<file path="src/hw/aiop_defines.svh">
// register offsets, field positions, reset values for the io ports
// assumes a 32-bit avalon-mm slave, one register per aligned word
`ifndef AIOP_DEFINES_SVH
`define AIOP_DEFINES_SVH

// ---------------------------------------------------------------
// register indices (byte address is four times the index)
// ---------------------------------------------------------------
`define AIOP_IDX_ANALOG_DATA     6'h18
`define AIOP_IDX_ANALOG_DIR      6'h1a
`define AIOP_IDX_ANALOG_IE       6'h1b
`define AIOP_IDX_TIMER_DATA      6'h1c
`define AIOP_IDX_TIMER_DIR       6'h1e
`define AIOP_IDX_TIMER_FSEL      6'h1f
`define AIOP_IDX_IRQ_STATUS      6'h20
`define AIOP_IDX_IRQ_MASK        6'h21
`define AIOP_IDX_EXTERNAL_INTERRUPT_ZERO_MODE       6'h22

// ---------------------------------------------------------------
// reset values
// ---------------------------------------------------------------
`define AIOP_RST_ANALOG_LATCH    8'hff
`define AIOP_RST_ANALOG_DIR      8'h00
`define AIOP_RST_ANALOG_IE       8'h00
`define AIOP_RST_TIMER_LATCH     6'h3f
`define AIOP_RST_TIMER_DIR       6'h00
`define AIOP_RST_TIMER_FSEL      6'h00
`define AIOP_RST_EXTERNAL_INTERRUPT_ZERO_MODE       2'h0

// ---------------------------------------------------------------
// field positions
// ---------------------------------------------------------------
`define AIOP_FSEL_IMPL_MASK      6'h36
`define AIOP_BIT_TMR_A_OUT       1
`define AIOP_BIT_TMR_B_OUT       2
`define AIOP_BIT_TMR_C_OUT       4
`define AIOP_BIT_TMR_A_CLK       0
`define AIOP_BIT_TMR_C_CLK       3
`define AIOP_BIT_EXTERNAL_INTERRUPT_ZERO            5
`define AIOP_BIT_MODE_EDGE       0
`define AIOP_BIT_MODE_LEVEL      1
`define AIOP_BIT_STAT_EXTERNAL_INTERRUPT_ZERO       0

`endif

</file>
<file path="src/hw/aiop_pkg.sv">
// types shared by the io port block and its interrupt detector
// assumes nothing beyond the defines header
package aiop_pkg;

  // ---------------------------------------------------------------
  // pin carriers
  // ---------------------------------------------------------------
  typedef struct packed {
    logic [7:0] level;
    logic [7:0] oe;
  } aiop_apin_type;

  typedef struct packed {
    logic [5:0] level;
    logic [5:0] oe;
  } aiop_tpin_type;

  // ---------------------------------------------------------------
  // timer links
  // ---------------------------------------------------------------
  typedef struct packed {
    logic a_out;
    logic b_out;
    logic c_out;
  } aiop_tmr_out_type;

  typedef struct packed {
    logic a_clk;
    logic c_clk;
  } aiop_tmr_in_type;

  // ---------------------------------------------------------------
  // external_interrupt_zero detection: {level select, edge select}
  // ---------------------------------------------------------------
  typedef enum logic [1:0] {
    AIOP_DET_RISE = 2'h0,
    AIOP_DET_FALL = 2'h1,
    AIOP_DET_HIGH = 2'h2,
    AIOP_DET_LOW  = 2'h3
  } aiop_det_type;

endpackage

</file>
<file path="src/hw/aiop_external_interrupt_zero_detect.sv">
// external interrupt zero detector: edge or level on a synced pin
// assumes the pin level has already passed two flip-flops
`timescale 1ns/10ps

module aiop_external_interrupt_zero_detect (
  // clock and reset
  input  wire logic                  core_clk,
  input  wire logic                  rstn,
  // control
  input  wire logic                  enable,
  input  wire aiop_pkg::aiop_det_type mode,
  // pin
  input  wire logic                  pin_level,
  // result
  output logic                       req_ff
);
  import aiop_pkg::*;

  logic prev_ff;
  logic nxt_req;

  always_ff @(posedge core_clk or negedge rstn) begin
    if (!rstn) begin
      prev_ff <= 1'b0;
    end else begin
      prev_ff <= pin_level;
    end
  end

  // ---------------------------------------------------------------
  // mode decode
  // ---------------------------------------------------------------
  always_comb begin
    nxt_req = 1'b0;
    if (enable) begin
      case (mode)
        AIOP_DET_RISE: nxt_req = pin_level & ~prev_ff;
        AIOP_DET_FALL: nxt_req = ~pin_level & prev_ff;
        AIOP_DET_HIGH: nxt_req = pin_level;
        AIOP_DET_LOW:  nxt_req = ~pin_level;
        default:       nxt_req = 1'b0;
      endcase
    end
  end

  always_ff @(posedge core_clk or negedge rstn) begin
    if (!rstn) begin
      req_ff <= 1'b0;
    end else begin
      req_ff <= nxt_req;
    end
  end

endmodule // aiop_external_interrupt_zero_detect

</file>
<file path="src/hw/aiop_top.sv">
// analog-capable 8-bit port and 6-bit timer port with avalon-mm slave
// assumes one clock core_clk, async active-low rstn, pins async
//
// The Avalon-MM interface to the registers was decided locally.
`timescale 1ns/10ps
`include "aiop_defines.svh"

module aiop_top (
  // clock and reset
  input  wire logic                      core_clk,
  input  wire logic                      rstn,
  // avalon-mm slave
  input  wire logic [7:0]                avs_address,
  input  wire logic                      avs_read,
  input  wire logic                      avs_write,
  input  wire logic [31:0]               avs_writedata,
  input  wire logic [3:0]                avs_byteenable,
  output logic [31:0]                    avs_readdata,
  output logic                           avs_waitrequest,
  // analog-capable port pins
  input  wire logic [7:0]                analog_pin_in,
  output aiop_pkg::aiop_apin_type        analog_pin,
  output logic [7:0]                     converter_upper_inputs,
  // timer port pins
  input  wire logic [5:0]                timer_pin_in,
  output aiop_pkg::aiop_tpin_type        timer_pin,
  // timer links
  input  wire aiop_pkg::aiop_tmr_out_type timer_out,
  output aiop_pkg::aiop_tmr_in_type      timer_in,
  // interrupts
  output logic                           external_interrupt_zero,
  output logic                           irq
);
  import aiop_pkg::*;

  // ---------------------------------------------------------------
  // registers
  // ---------------------------------------------------------------
  logic [7:0]   analog_latch_ff;
  logic [7:0]   analog_port_direction_ff;
  logic [7:0]   analog_port_input_enable_ff;
  logic [5:0]   timer_latch_ff;
  logic [5:0]   timer_port_direction_ff;
  logic [5:0]   timer_port_function_select_ff;
  logic [1:0]   external_interrupt_zero_mode_ff;
  logic [0:0]   irq_status_ff;
  logic [0:0]   irq_mask_ff;
  logic [31:0]  rdata_ff;
  logic         wait_ff;
  logic         irq_ff;
  logic         ext_external_interrupt_zero_ff;
  logic [7:0]   conv_en_ff;
  aiop_apin_type apin_ff;
  aiop_tpin_type tpin_ff;
  aiop_tmr_in_type tin_ff;

  // ---------------------------------------------------------------
  // pin synchronisers
  // ---------------------------------------------------------------
  logic [7:0]   asy1_ff;
  logic [7:0]   asy2_ff;
  logic [5:0]   tsy1_ff;
  logic [5:0]   tsy2_ff;

  always_ff @(posedge core_clk or negedge rstn) begin
    if (!rstn) begin
      asy1_ff <= 8'h00;
      asy2_ff <= 8'h00;
      tsy1_ff <= 6'h00;
      tsy2_ff <= 6'h00;
    end else begin
      asy1_ff <= analog_pin_in;
      asy2_ff <= asy1_ff;
      tsy1_ff <= timer_pin_in;
      tsy2_ff <= tsy1_ff;
    end
  end

  // ---------------------------------------------------------------
  // bus decode
  // ---------------------------------------------------------------
  logic [5:0]   idx;
  logic         acc_go;
  logic         wr_go;
  logic [7:0]   wbyte;
  logic [31:0]  nxt_rdata;
  logic [7:0]   analog_rd;
  logic [5:0]   timer_rd;

  assign idx    = avs_address[7:2];
  // a request completes at the edge where wait is low
  assign acc_go = (avs_read | avs_write) & ~wait_ff;
  assign wr_go  = acc_go & avs_write & avs_byteenable[0];
  assign wbyte  = avs_writedata[7:0];

  always_ff @(posedge core_clk or negedge rstn) begin
    if (!rstn) begin
      wait_ff <= 1'b1;
    end else if (acc_go) begin
      wait_ff <= 1'b1;
    end else if (avs_read | avs_write) begin
      wait_ff <= 1'b0;
    end
  end

  // ---------------------------------------------------------------
  // read path
  // ---------------------------------------------------------------
  // digital input path is cut while input is disabled and the pin is not driven
  assign analog_rd = asy2_ff
                   & (analog_port_direction_ff
                   | analog_port_input_enable_ff);
  assign timer_rd  = tsy2_ff;

  always_comb begin
    nxt_rdata = 32'h0000_0000;
    case (idx)
      `AIOP_IDX_ANALOG_DATA: nxt_rdata[7:0] = analog_rd;
      `AIOP_IDX_TIMER_DATA:  nxt_rdata[5:0] = timer_rd;
      `AIOP_IDX_IRQ_STATUS:  nxt_rdata[0]   = irq_status_ff[0];
      `AIOP_IDX_IRQ_MASK:    nxt_rdata[0]   = irq_mask_ff[0];
      `AIOP_IDX_EXTERNAL_INTERRUPT_ZERO_MODE:   nxt_rdata[1:0] = external_interrupt_zero_mode_ff;
      default:               nxt_rdata      = 32'h0000_0000;
    endcase
  end

  always_ff @(posedge core_clk or negedge rstn) begin
    if (!rstn) begin
      rdata_ff <= 32'h0000_0000;
    end else if (avs_read & wait_ff) begin
      rdata_ff <= nxt_rdata;
    end
  end

  // ---------------------------------------------------------------
  // analog-capable port registers
  // ---------------------------------------------------------------
  always_ff @(posedge core_clk or negedge rstn) begin
    if (!rstn) begin
      analog_latch_ff <= `AIOP_RST_ANALOG_LATCH;
    end else if (wr_go && idx == `AIOP_IDX_ANALOG_DATA) begin
      analog_latch_ff <= wbyte;
    end
  end

  always_ff @(posedge core_clk or negedge rstn) begin
    if (!rstn) begin
      analog_port_direction_ff <= `AIOP_RST_ANALOG_DIR;
    end else if (wr_go && idx == `AIOP_IDX_ANALOG_DIR) begin
      analog_port_direction_ff <= wbyte;
    end
  end

  always_ff @(posedge core_clk or negedge rstn) begin
    if (!rstn) begin
      analog_port_input_enable_ff <= `AIOP_RST_ANALOG_IE;
    end else if (wr_go && idx == `AIOP_IDX_ANALOG_IE) begin
      analog_port_input_enable_ff <= wbyte;
    end
  end

  // ---------------------------------------------------------------
  // timer port registers
  // ---------------------------------------------------------------
  always_ff @(posedge core_clk or negedge rstn) begin
    if (!rstn) begin
      timer_latch_ff <= `AIOP_RST_TIMER_LATCH;
    end else if (wr_go && idx == `AIOP_IDX_TIMER_DATA) begin
      timer_latch_ff <= wbyte[5:0];
    end
  end

  always_ff @(posedge core_clk or negedge rstn) begin
    if (!rstn) begin
      timer_port_direction_ff <= `AIOP_RST_TIMER_DIR;
    end else if (wr_go && idx == `AIOP_IDX_TIMER_DIR) begin
      timer_port_direction_ff <= wbyte[5:0];
    end
  end

  always_ff @(posedge core_clk or negedge rstn) begin
    if (!rstn) begin
      timer_port_function_select_ff <= `AIOP_RST_TIMER_FSEL;
    end else if (wr_go && idx == `AIOP_IDX_TIMER_FSEL) begin
      // bits 0 and 3 have no function select
      timer_port_function_select_ff <=
        wbyte[5:0] & `AIOP_FSEL_IMPL_MASK;
    end
  end

  always_ff @(posedge core_clk or negedge rstn) begin
    if (!rstn) begin
      external_interrupt_zero_mode_ff <= `AIOP_RST_EXTERNAL_INTERRUPT_ZERO_MODE;
    end else if (wr_go && idx == `AIOP_IDX_EXTERNAL_INTERRUPT_ZERO_MODE) begin
      external_interrupt_zero_mode_ff <= wbyte[1:0];
    end
  end

  // ---------------------------------------------------------------
  // analog-capable pin drive
  // ---------------------------------------------------------------
  always_ff @(posedge core_clk or negedge rstn) begin
    if (!rstn) begin
      apin_ff.level <= `AIOP_RST_ANALOG_LATCH;
      apin_ff.oe    <= 8'h00;
    end else begin
      apin_ff.level <= analog_latch_ff;
      apin_ff.oe    <= analog_port_direction_ff;
    end
  end

  // pins not driven are offered to the converter
  always_ff @(posedge core_clk or negedge rstn) begin
    if (!rstn) begin
      conv_en_ff <= 8'hff;
    end else begin
      conv_en_ff <= ~analog_port_direction_ff;
    end
  end

  // ---------------------------------------------------------------
  // timer pin drive, one mux per bit
  // ---------------------------------------------------------------
  logic [5:0] alt_src;
  logic [5:0] alt_on;

  assign alt_src = {1'b0, timer_out.c_out, 1'b0,
                    timer_out.b_out, timer_out.a_out, 1'b0};
  assign alt_on  = timer_port_function_select_ff
                 & timer_port_direction_ff;

  logic [5:0] nxt_tlevel;

  genvar gi;
  generate
    for (gi = 0; gi < 6; gi++) begin : g_tpin
      assign nxt_tlevel[gi] = alt_on[gi] ? alt_src[gi]
                                         : timer_latch_ff[gi];
    end
  endgenerate

  // one process owns the whole pin register
  always_ff @(posedge core_clk or negedge rstn) begin
    if (!rstn) begin
      tpin_ff.level <= `AIOP_RST_TIMER_LATCH;
      tpin_ff.oe    <= `AIOP_RST_TIMER_DIR;
    end else begin
      tpin_ff.level <= nxt_tlevel;
      tpin_ff.oe    <= timer_port_direction_ff;
    end
  end

  // ---------------------------------------------------------------
  // timer clock inputs
  // ---------------------------------------------------------------
  always_ff @(posedge core_clk or negedge rstn) begin
    if (!rstn) begin
      tin_ff <= '0;
    end else begin
      tin_ff.a_clk <= tsy2_ff[`AIOP_BIT_TMR_A_CLK];
      tin_ff.c_clk <= tsy2_ff[`AIOP_BIT_TMR_C_CLK];
    end
  end

  // ---------------------------------------------------------------
  // external interrupt zero
  // ---------------------------------------------------------------
  logic         external_interrupt_zero_en;
  logic         external_interrupt_zero_req;
  aiop_det_type external_interrupt_zero_mode;

  assign external_interrupt_zero_en   = timer_port_function_select_ff[`AIOP_BIT_EXTERNAL_INTERRUPT_ZERO]
                   & ~timer_port_direction_ff[`AIOP_BIT_EXTERNAL_INTERRUPT_ZERO];
  assign external_interrupt_zero_mode = aiop_det_type'(external_interrupt_zero_mode_ff);

  aiop_external_interrupt_zero_detect u_external_interrupt_zero (
    .core_clk  (core_clk),
    .rstn      (rstn),
    .enable    (external_interrupt_zero_en),
    .mode      (external_interrupt_zero_mode),
    .pin_level (tsy2_ff[`AIOP_BIT_EXTERNAL_INTERRUPT_ZERO]),
    .req_ff    (external_interrupt_zero_req)
  );

  always_ff @(posedge core_clk or negedge rstn) begin
    if (!rstn) begin
      ext_external_interrupt_zero_ff <= 1'b0;
    end else begin
      ext_external_interrupt_zero_ff <= external_interrupt_zero_req;
    end
  end

  // ---------------------------------------------------------------
  // sticky status, mask, interrupt line
  // ---------------------------------------------------------------
  logic [0:0] nxt_status;
  logic [0:0] st_clr;

  assign st_clr = (wr_go && idx == `AIOP_IDX_IRQ_STATUS)
                ? wbyte[0:0] : 1'b0;
  // a new event wins over a clear in the same cycle
  assign nxt_status = (irq_status_ff & ~st_clr) | external_interrupt_zero_req;

  always_ff @(posedge core_clk or negedge rstn) begin
    if (!rstn) begin
      irq_status_ff <= 1'b0;
    end else begin
      irq_status_ff <= nxt_status;
    end
  end

  always_ff @(posedge core_clk or negedge rstn) begin
    if (!rstn) begin
      irq_mask_ff <= 1'b0;
    end else if (wr_go && idx == `AIOP_IDX_IRQ_MASK) begin
      irq_mask_ff <= wbyte[0:0];
    end
  end

  always_ff @(posedge core_clk or negedge rstn) begin
    if (!rstn) begin
      irq_ff <= 1'b0;
    end else begin
      irq_ff <= |(nxt_status & irq_mask_ff);
    end
  end

  // ---------------------------------------------------------------
  // outputs
  // ---------------------------------------------------------------
  assign avs_readdata            = rdata_ff;
  assign avs_waitrequest         = wait_ff;
  assign analog_pin              = apin_ff;
  assign converter_upper_inputs  = conv_en_ff;
  assign timer_pin               = tpin_ff;
  assign timer_in                = tin_ff;
  assign external_interrupt_zero = ext_external_interrupt_zero_ff;
  assign irq                     = irq_ff;

endmodule // aiop_top

</file>
<file path="config.mk">
export PLATFORM = sky130hd
export DESIGN_NAME = aiop_top
export DESIGN_NICKNAME = d
export VERILOG_FILES = /design/src/hw/aiop_pkg.sv /design/src/hw/aiop_external_interrupt_zero_detect.sv /design/src/hw/aiop_top.sv
export VERILOG_INCLUDE_DIRS = /design/src /design/src/hw
export SDC_FILE = /design/constraint.sdc
export NUM_CORES = 1
export LEC_CHECK = 0
export BUFFER_PORTS_ARGS = -buffer_cell sky130_fd_sc_hd__buf_2
export CORE_ASPECT_RATIO = 1.75
export CORE_MARGIN = 5
export CORE_UTILIZATION = 45
export CTS_CLUSTER_SIZE = 8
export DETAILED_ROUTE_END_ITERATION = 6
export MAX_ROUTING_LAYER = met4
export PLACE_DENSITY_LB_ADDON = 0.12
export SYNTH_ARGS = -nofsm -noshare
export SYNTH_HDL_FRONTEND = slang
export SYNTH_SLANG_ARGS = --single-unit
</file>
<file path="constraint.sdc">
create_clock -name core_clk -period 1.65 [get_ports core_clk]
set_input_delay 0.33 -clock core_clk [delete_from_list [all_inputs] [get_ports core_clk]]
set_output_delay 0.33 -clock core_clk [all_outputs]
set_load 0.05 [all_outputs]
</file>
Word-level counts from Yosys, hierarchy flattened. Cells that the tools add are included.

Register bits: 123. Bits of input ports: 65. Output and inout bits: 73.

Eq/ne operators: 12. Muxes and demuxes: 15. Bitwise gates (word level): 20. Reduce and logical (&&, ||, !) cells: 11.

Operators by type and width (count): $eq A6 B5 Y1 const B (6); $eq A6 B6 Y1 const B (3); $mux W1 (10); $and A1 B1 Y1 (9); $logic_and A1 B1 Y1 (9); $and A8 B8 Y8 (1); $not A8 Y8 (1); $or A8 B8 Y8 (1); $pmux W4 S2 (1); $and A6 B6 Y6 (1); $not A1 Y1 (5); $pmux W1 S5 (1); $eq A2 B2 Y1 const B (2); $pmux W1 S4 (1); $pmux W1 S3 (1); $eq A2 B1 Y1 const B (1); $logic_not A2 Y1 (1); $mux W2 (1); $or A1 B1 Y1 (2); $reduce_bool A2 Y1 (1).

Logic depth before layout (Yosys ltp). Gate-level depths: netlist of the first run.

Word-level depth: 10. Gate-level depth with buffers: 6.

Hierarchy. Synthesis of the first run repeated with hierarchy kept, for this count alone.

Cells, all modules: 294. Area, all modules: 4376.7 um^2.

Modules (own cells, without submodules): aiop_top (instances 1, cells each 287, area each 4295.4 um^2); aiop_external_interrupt_zero_detect (instances 1, cells each 7, area each 81.3 um^2).

Worst setup path after synthesis of the first run. No wires, ideal clock.

Path type: reg-to-reg. From: reg wait_ff, in the netlist avs_waitrequest. To: reg analog_port_input_enable_ff[0]. Arrival time: 1.609 ns. Slack: -0.083 ns. Stages on the path, launching flop included: 5. Path buffers: 1. Period minus slack after synthesis: 1.733 ns. Path through: dfstp_2 buf_6 nand3b_4 nor4_4 mux2_2.

Word-level cells in the longest chain between the ends: 5.

Ends and longest elaborated chain: start, declared (RTL line aiop_top.sv:49) `logic wait_ff;`; start signal, assigned (RTL line aiop_top.sv:98) `wait_ff <= 1'b1;`; start signal, assigned (RTL line aiop_top.sv:100) `wait_ff <= 1'b1;`; start signal, assigned (RTL line aiop_top.sv:102) `wait_ff <= 1'b0;`; $not A1 Y1 (RTL line aiop_top.sv:92) `assign acc_go = (avs_read | avs_write) & ~wait_ff;`; $and A1 B1 Y1 (RTL line aiop_top.sv:92); $and A1 B1 Y1 (2 in series) (RTL line aiop_top.sv:93) `assign wr_go = acc_go & avs_write & avs_byteenable[0];`; $logic_and A1 B1 Y1 (no line); end signal, assigned (RTL line aiop_top.sv:156) `` analog_port_input_enable_ff <= `AIOP_RST_ANALOG_IE; ``; end signal, assigned (RTL line aiop_top.sv:158) `analog_port_input_enable_ff <= wbyte;`; end, declared (RTL line aiop_top.sv:41) `logic [7:0] analog_port_input_enable_ff;`.

Every way passes these cells. A chain may end at the register's enable or synchronous reset.

Worst setup path after layout of the first run.
From: reg wait_ff, in the netlist avs_waitrequest. To: out avs_waitrequest.

RTL lines: end, declared (RTL line aiop_top.sv:19) `output logic avs_waitrequest,`.

No word-level cell between the ends.

==> results.md, run 1 <==
- Detail Placement HPWL: 5873 um
- Max cap viols: 0
- Initial antenna violation count: 0
- Final period utilization: 92.89%
- I/O Buffers: between 80 and 90
- Crit path max fanout: 4
- Buf+Inv Stages, Crit Path: 1
- Post-route core utilization: 59.53%
- Clk sinks: approximately 120
- Ant diodes: 0
- Routed vias: 2462
- Row cnt: 47
- Layout fillers: between 700 and 800
- RD Place Congestion: 0.7836
- Static Leak: between 2 and 3 nW
- Crit. End Element: output pin
- Max incr delay on CP: ~540 ps
- Max H-tree Level: 4
- Iteration-0 DRC Markers: 70
- Synth Instances: 292
- Clock-pin slew on the worst setup and hold paths: 50 ps
- Avg WL per Cell: roughly 15 um
- Vias in the first global route: 2725
- Startpoint Class: flop
- Worst path top cell family by delay: flip-flops
- Hold Fails Final Rpt: 0
- Status: completed
- Hold WS: 33.16 ps
- Final setup fails: 0
- GR Util All Layers: 15.55%
- Die area: around 12000 um2
- Core Box Area: 9468 um2
- Period minus WS final: between 1500 and 2000 ps
- Post-CTS Setup Repair Bufs: 0
- Vias/cell: ~4.5
- Ys Warns: 0
- FMAX: around 650 MHz
- Nets: 474
- Synthesized flop and latch total: 123
- Worst path required time: 1320 ps
- Clock buffer depth: 2
- Fin Setup TNS: 0 ps
- Crit-path slowest cell: dfstp_2
- Cell Chain, Critical Path: buf_2
- Cells after DPL: between 500 and 600
- Clock Skews: between 6 and 7 ps
- Synth Cell Area: between 4000 and 5000 um2
- Io pins: 138
- Layout area overhead: 28.94%
- Worst VDD drop: 1.034 mV
- Final non-filler cell total: around 540
- Starting Density: 46.17%
- Worst R2R Setup Slack: 130 ps
- Post-CTS Hold Buffers: 1
- Worst hold path type: primary input to flop
- Final ANT Viol Nets: 0
- Power per Cell Area: between 1500 and 2000 nW/um2
- Setup CP Type: flop to output pin
- Chip height: 140.4 um
- Avg Cell Area, Syn: around 15 um2
- Root Buffer: clkbuf_16
- Largest net degree at the start of global routing: 52
- Grt total ovfl: 0
- Sequential-to-total area share from yosys stat: 71.47%
- Residual DRC count: 0
- TritonRoute pass-1 iters: 4
- Resize count post-CTS: 0
- Total power: between 0.008 and 0.009 W
- Worst skew pair latency: 400 ps
- Final Max Slew Viols: 0
- Number of CTS-inserted buffers: 17
- Netlist cell types: 34
- CP Data Arrival Time: 1200 ps
- Die Width: ~85 um
- CTS tree: built
- First-pass GRT wire length: 13780 um
- Fraction of layout cells with a size suffix above 1: about half
- DRT Wirelength: 8149 um
- RSZ-0062 raised after global routing: no
==> logic make-up after synthesis <==
logic type	Yosys count	synth area share, %
compound gates	35	4.322
buf+inv	38	5.724
other cells	1	0.08578
mux	39	10.02
simple gates	53	7.785
xor+xnor	3	0.6011
flops	123	71.47
==> routing by layer <==
metal / global-route usage [%] / wire length (um) / up-vias
met5: - / 0 / -
met4: 7.256 / 148 / 0
met3: 4.759 / 507 / 11
met2: 25.77 / 4390 / 84
met1: 16.95 / 3103 / 1197
li1: - / - / 1170
==> path summary, 6_finish.rpt <==
check,startpoint,depth (start not counted),endpoint
worst max-delay path,avs_waitrequest$_DFFE_PN1P_,1,avs_waitrequest
worst min register to register,asy1_ff[5]$_DFF_PN0_,0,asy2_ff[5]$_DFF_PN0_
worst max register to register,avs_waitrequest$_DFFE_PN1P_,4,external_interrupt_zero_mode[1]$_DFFE_PN0P_
worst min-delay path,analog_pin_in[0],1,asy1_ff[0]$_DFF_PN0_
max in group asynchronous,rstn,3,converter_upper_inputs[5]$_DFF_PN1_
min in group asynchronous,rstn,2,timer_pin[5]$_DFF_PN0_
==> metrics by stage <==
step	setup WS [ps]	instance area, um2
CTS	84.21	5637
global route	77.88	5637
finish	117.3	5637
global placement	-47.88	5019
detailed placement	-85.31	5019
floorplan	-78.16	4476
==> placed cells by master (no fill, tap or decap), types with 3 or more instances in the layout <==
cell type / n
dfrtp_1: 86
buf_2: 83
dfstp_2: 37
mux2_2: 34
conb_1: 24
nand2_1: 23
o21ai_0: 22
buf_4: 18
clkbuf_16: 17
inv_1: 8
nor2_1: 8
a21oi_1: 7
clkinv_2: 5
mux2_4: 4
clkinvlp_4: 4
bufinv_16: 4
nand4_1: 3
xnor2_1: 3
buf_12: 3
==> flip-flops by register name, summed over array words and instances, names as in the netlist, 8 cells and up <==
| name | flops |
|---|---|
| analog_pin | 16 |
| converter_upper_inputs | 8 |
| analog_latch_ff | 8 |
| timer_pin | 12 |
| asy2_ff | 8 |
| asy1_ff | 8 |
| analog_port_direction_ff | 8 |
| analog_port_input_enable_ff | 8 |
| avs_readdata | 8 |
==> layout make-up <==
type	instances	area [um2]	share of cell area, %
clock buffers	19	432.9	7.680
clock inverters	13	175.2	3.108
inverters	8	30.03	0.5327
multi-input cells	154	1101	19.53
flip-flops and latches	123	3124	55.43
well taps	122	152.6	2.708
repair buffers	105	620.6	11.01
==> report_power, final <==
group          total (W)  internal, W  leakage [nW]  switching, W
clock            0.00377      0.00251         0.289       0.00126
combinational    0.00124     0.000319          1.05      0.000921
sequential       0.00352      0.00338          1.43      0.000134
total            0.00853      0.00621          2.77       0.00232
==> synthesized netlist by cell type <==
library cell	count	area, um2
dfrtp_1	86	2152
mux2_2	38	427.9
dfstp_2	37	972.2
buf_4	26	195.2
nand2_1	23	86.33
o21ai_0	22	110.1
nor2_1	9	33.78
inv_1	8	30.03
a21oi_1	7	35.03
nand4_1	3	18.77
xnor2_1	3	26.28
and2_1	2	12.51
buf_2	2	10.01
nand3_1	2	10.01
nand3b_1	2	15.01
nand3b_2	2	22.52
nor4b_4	2	47.55
o31ai_1	2	15.01
a21boi_0	1	7.510
a21o_1	1	7.510
a31oi_1	1	6.260
and3_1	1	6.260
and3b_1	1	8.760
buf_6	1	11.26
clkbuf_1	1	3.750
conb_1	1	3.750
mux2i_1	1	10.01
nand2b_1	1	6.260
nand3b_4	1	20.02
nor2b_1	1	6.260
nor3_4	1	16.27
nor4_4	1	21.27
nor4b_1	1	8.760
o211ai_1	1	7.510
No activity file was read; power rests on OpenSTA's default activity.
==> run 2, diff against run 1 <==
CORE_MARGIN = 2   (was 5)
==> results.md, run 2 (same netlist as run 1, synthesis figures left out) <==
- Status: completed
- WHS Path Cells: 1
- Clock buffer depth: 2
- Crit. End Element: output pin
- Startpoint Class: flop
- Clk sinks: ~120
- WP depth: 1
- I/O Buffers: between 80 and 90
- Residual DRC count: 0
- Core Box Area: 9468 um2
- Vias/cell: 4.550
- Starting Density: 46.17%
- Row cnt: 47
- Vias in the first global route: 2571
- Period minus WS final: 1570 ps
- Flip-flop count of the largest register after layout: 16
- Post-place setup slack: -63.14 ps
- Grt total ovfl: 0
- Buf+Inv Stages, Crit Path: 1
- TritonRoute pass-1 iters: 4
- FMAX: 636.8 MHz
- Worst skew pair latency: 400 ps
- Layout area overhead: 29.31%
- DRT Wirelength: a little under 8000 um
- Final Max Slew Viols: 0
- RSZ-0062 raised after global routing: no
- Crit-path slowest cell: dfstp_2
- Nets: 473
- Fin Setup TNS: 0 ps
- Worst VDD drop: 1.089 mV
- Iteration-0 DRC Markers: 66
- Resize count post-CTS: 0
- Ant diodes: 0
- Largest net degree at the start of global routing: 33
- Die Width: 78.51 um
- Worst path top cell family by delay: flip-flops
- Most frequent cells in the layout: dfrtp_1 (86), buf_2 (83), dfstp_2 (37)
- Post-CTS Hold Buffers: 1
- Final ANT Viol Nets: 0
- Number of CTS-inserted buffers: 17
- RD Place Congestion: roughly 0.79
- Final setup fails: 0
- Root Buffer: clkbuf_16
- Setup CP Type: flop to output pin
- Worst path required time: 1320 ps
- Routed vias: 2466
- Chip height: ~130 um
- First-pass GRT wire length: 12740 um
- Io pins: 138
- Fraction of layout cells with a size suffix above 1: 51.19%
- Static Leak: 2.790 nW
- Cells after DPL: 510
- Cell Chain, Critical Path: buf_2
- Final WS setup: 79.55 ps
- GR Util All Layers: between 10% and 20%
- Final non-filler cell total: 542
- CTS tree: built
- Max incr delay on CP: 560 ps
- Total power: 0.008571 W
- Clock Skews: between 4 and 5 ps
- Hold Fails Final Rpt: 0
- Clock-pin slew on the worst setup and hold paths: 50 ps
- Max H-tree Level: 4
- CP Data Arrival Time: around 1200 ps
- Power per Cell Area: about 1500 nW/um2
- Crit path max fanout: 5
- Post-CTS Setup Repair Bufs: 0
- Reg2Reg Depth: 4
- Max cap viols: 0
- Die area: 10550 um2
- Commonest non-fill, non-tap cell in the layout: dfrtp_1
- Avg WL per Cell: 14.35 um
- Initial antenna violation count: 0
- Detail Placement HPWL: 5683 um
- Worst hold path type: primary input to flop
- Final period utilization: 95.18%
==> run 2: cell type report <==
cell class                      instances  area [um2]
Fill cell                             786        3815
Inverter                                8       30.03
Tap cell                              122       152.6
Sequential cell                       123        3124
Multi-Input combinational cell        154        1101
Clock inverter                          9       145.1
Clock buffer                           22       474.2
Timing Repair Buffer                  104       625.6
==> run 2: metrics by stage <==
step,instance area (um2),hold slack (ps),util (%)
finish,5653,26.91,59.71
global route,5653,1.886,59.71
detailed placement,5024,308.6,53.06
global placement,5024,309.4,53.06
CTS,5653,2.892,59.71
floorplan,4476,34.41,-
==> run 2: where the power goes <==
part           leakage, nW  total, W  switching (W)  internal (W)
registers             1.43   0.00353       0.000144       0.00339
clock network        0.310   0.00381        0.00119       0.00262
logic                 1.05   0.00123       0.000914      0.000320
total                 2.79   0.00857        0.00224       0.00633
==> run 2: routing by layer <==
layer  GRT usage, %  vias to the layer above  part of all wire (%)
li1               -                     1173                     -
met1          19.01                     1196                    38
met2          27.11                       86                    54
met3          5.787                       11                   5.5
met4          7.895                        0                   1.7
met5              -                        -                     0
==> run 2: final timing paths <==
kind	from	slack, ps	end
max	avs_waitrequest$_DFFE_PN1P_	80	avs_waitrequest
min	timer_pin_in[2]	30	tsy1_ff[2]$_DFF_PN0_
max reg2reg	avs_waitrequest$_DFFE_PN1P_	110	external_interrupt_zero_mode[0]$_DFFE_PN0P_
min reg2reg	asy1_ff[6]$_DFF_PN0_	350	asy2_ff[6]$_DFF_PN0_
max in group asynchronous	rstn	650	timer_rd[2]$_DFF_PN0_
min in group asynchronous	rstn	420	u_external_interrupt_zero.prev_ff$_DFF_PN0_
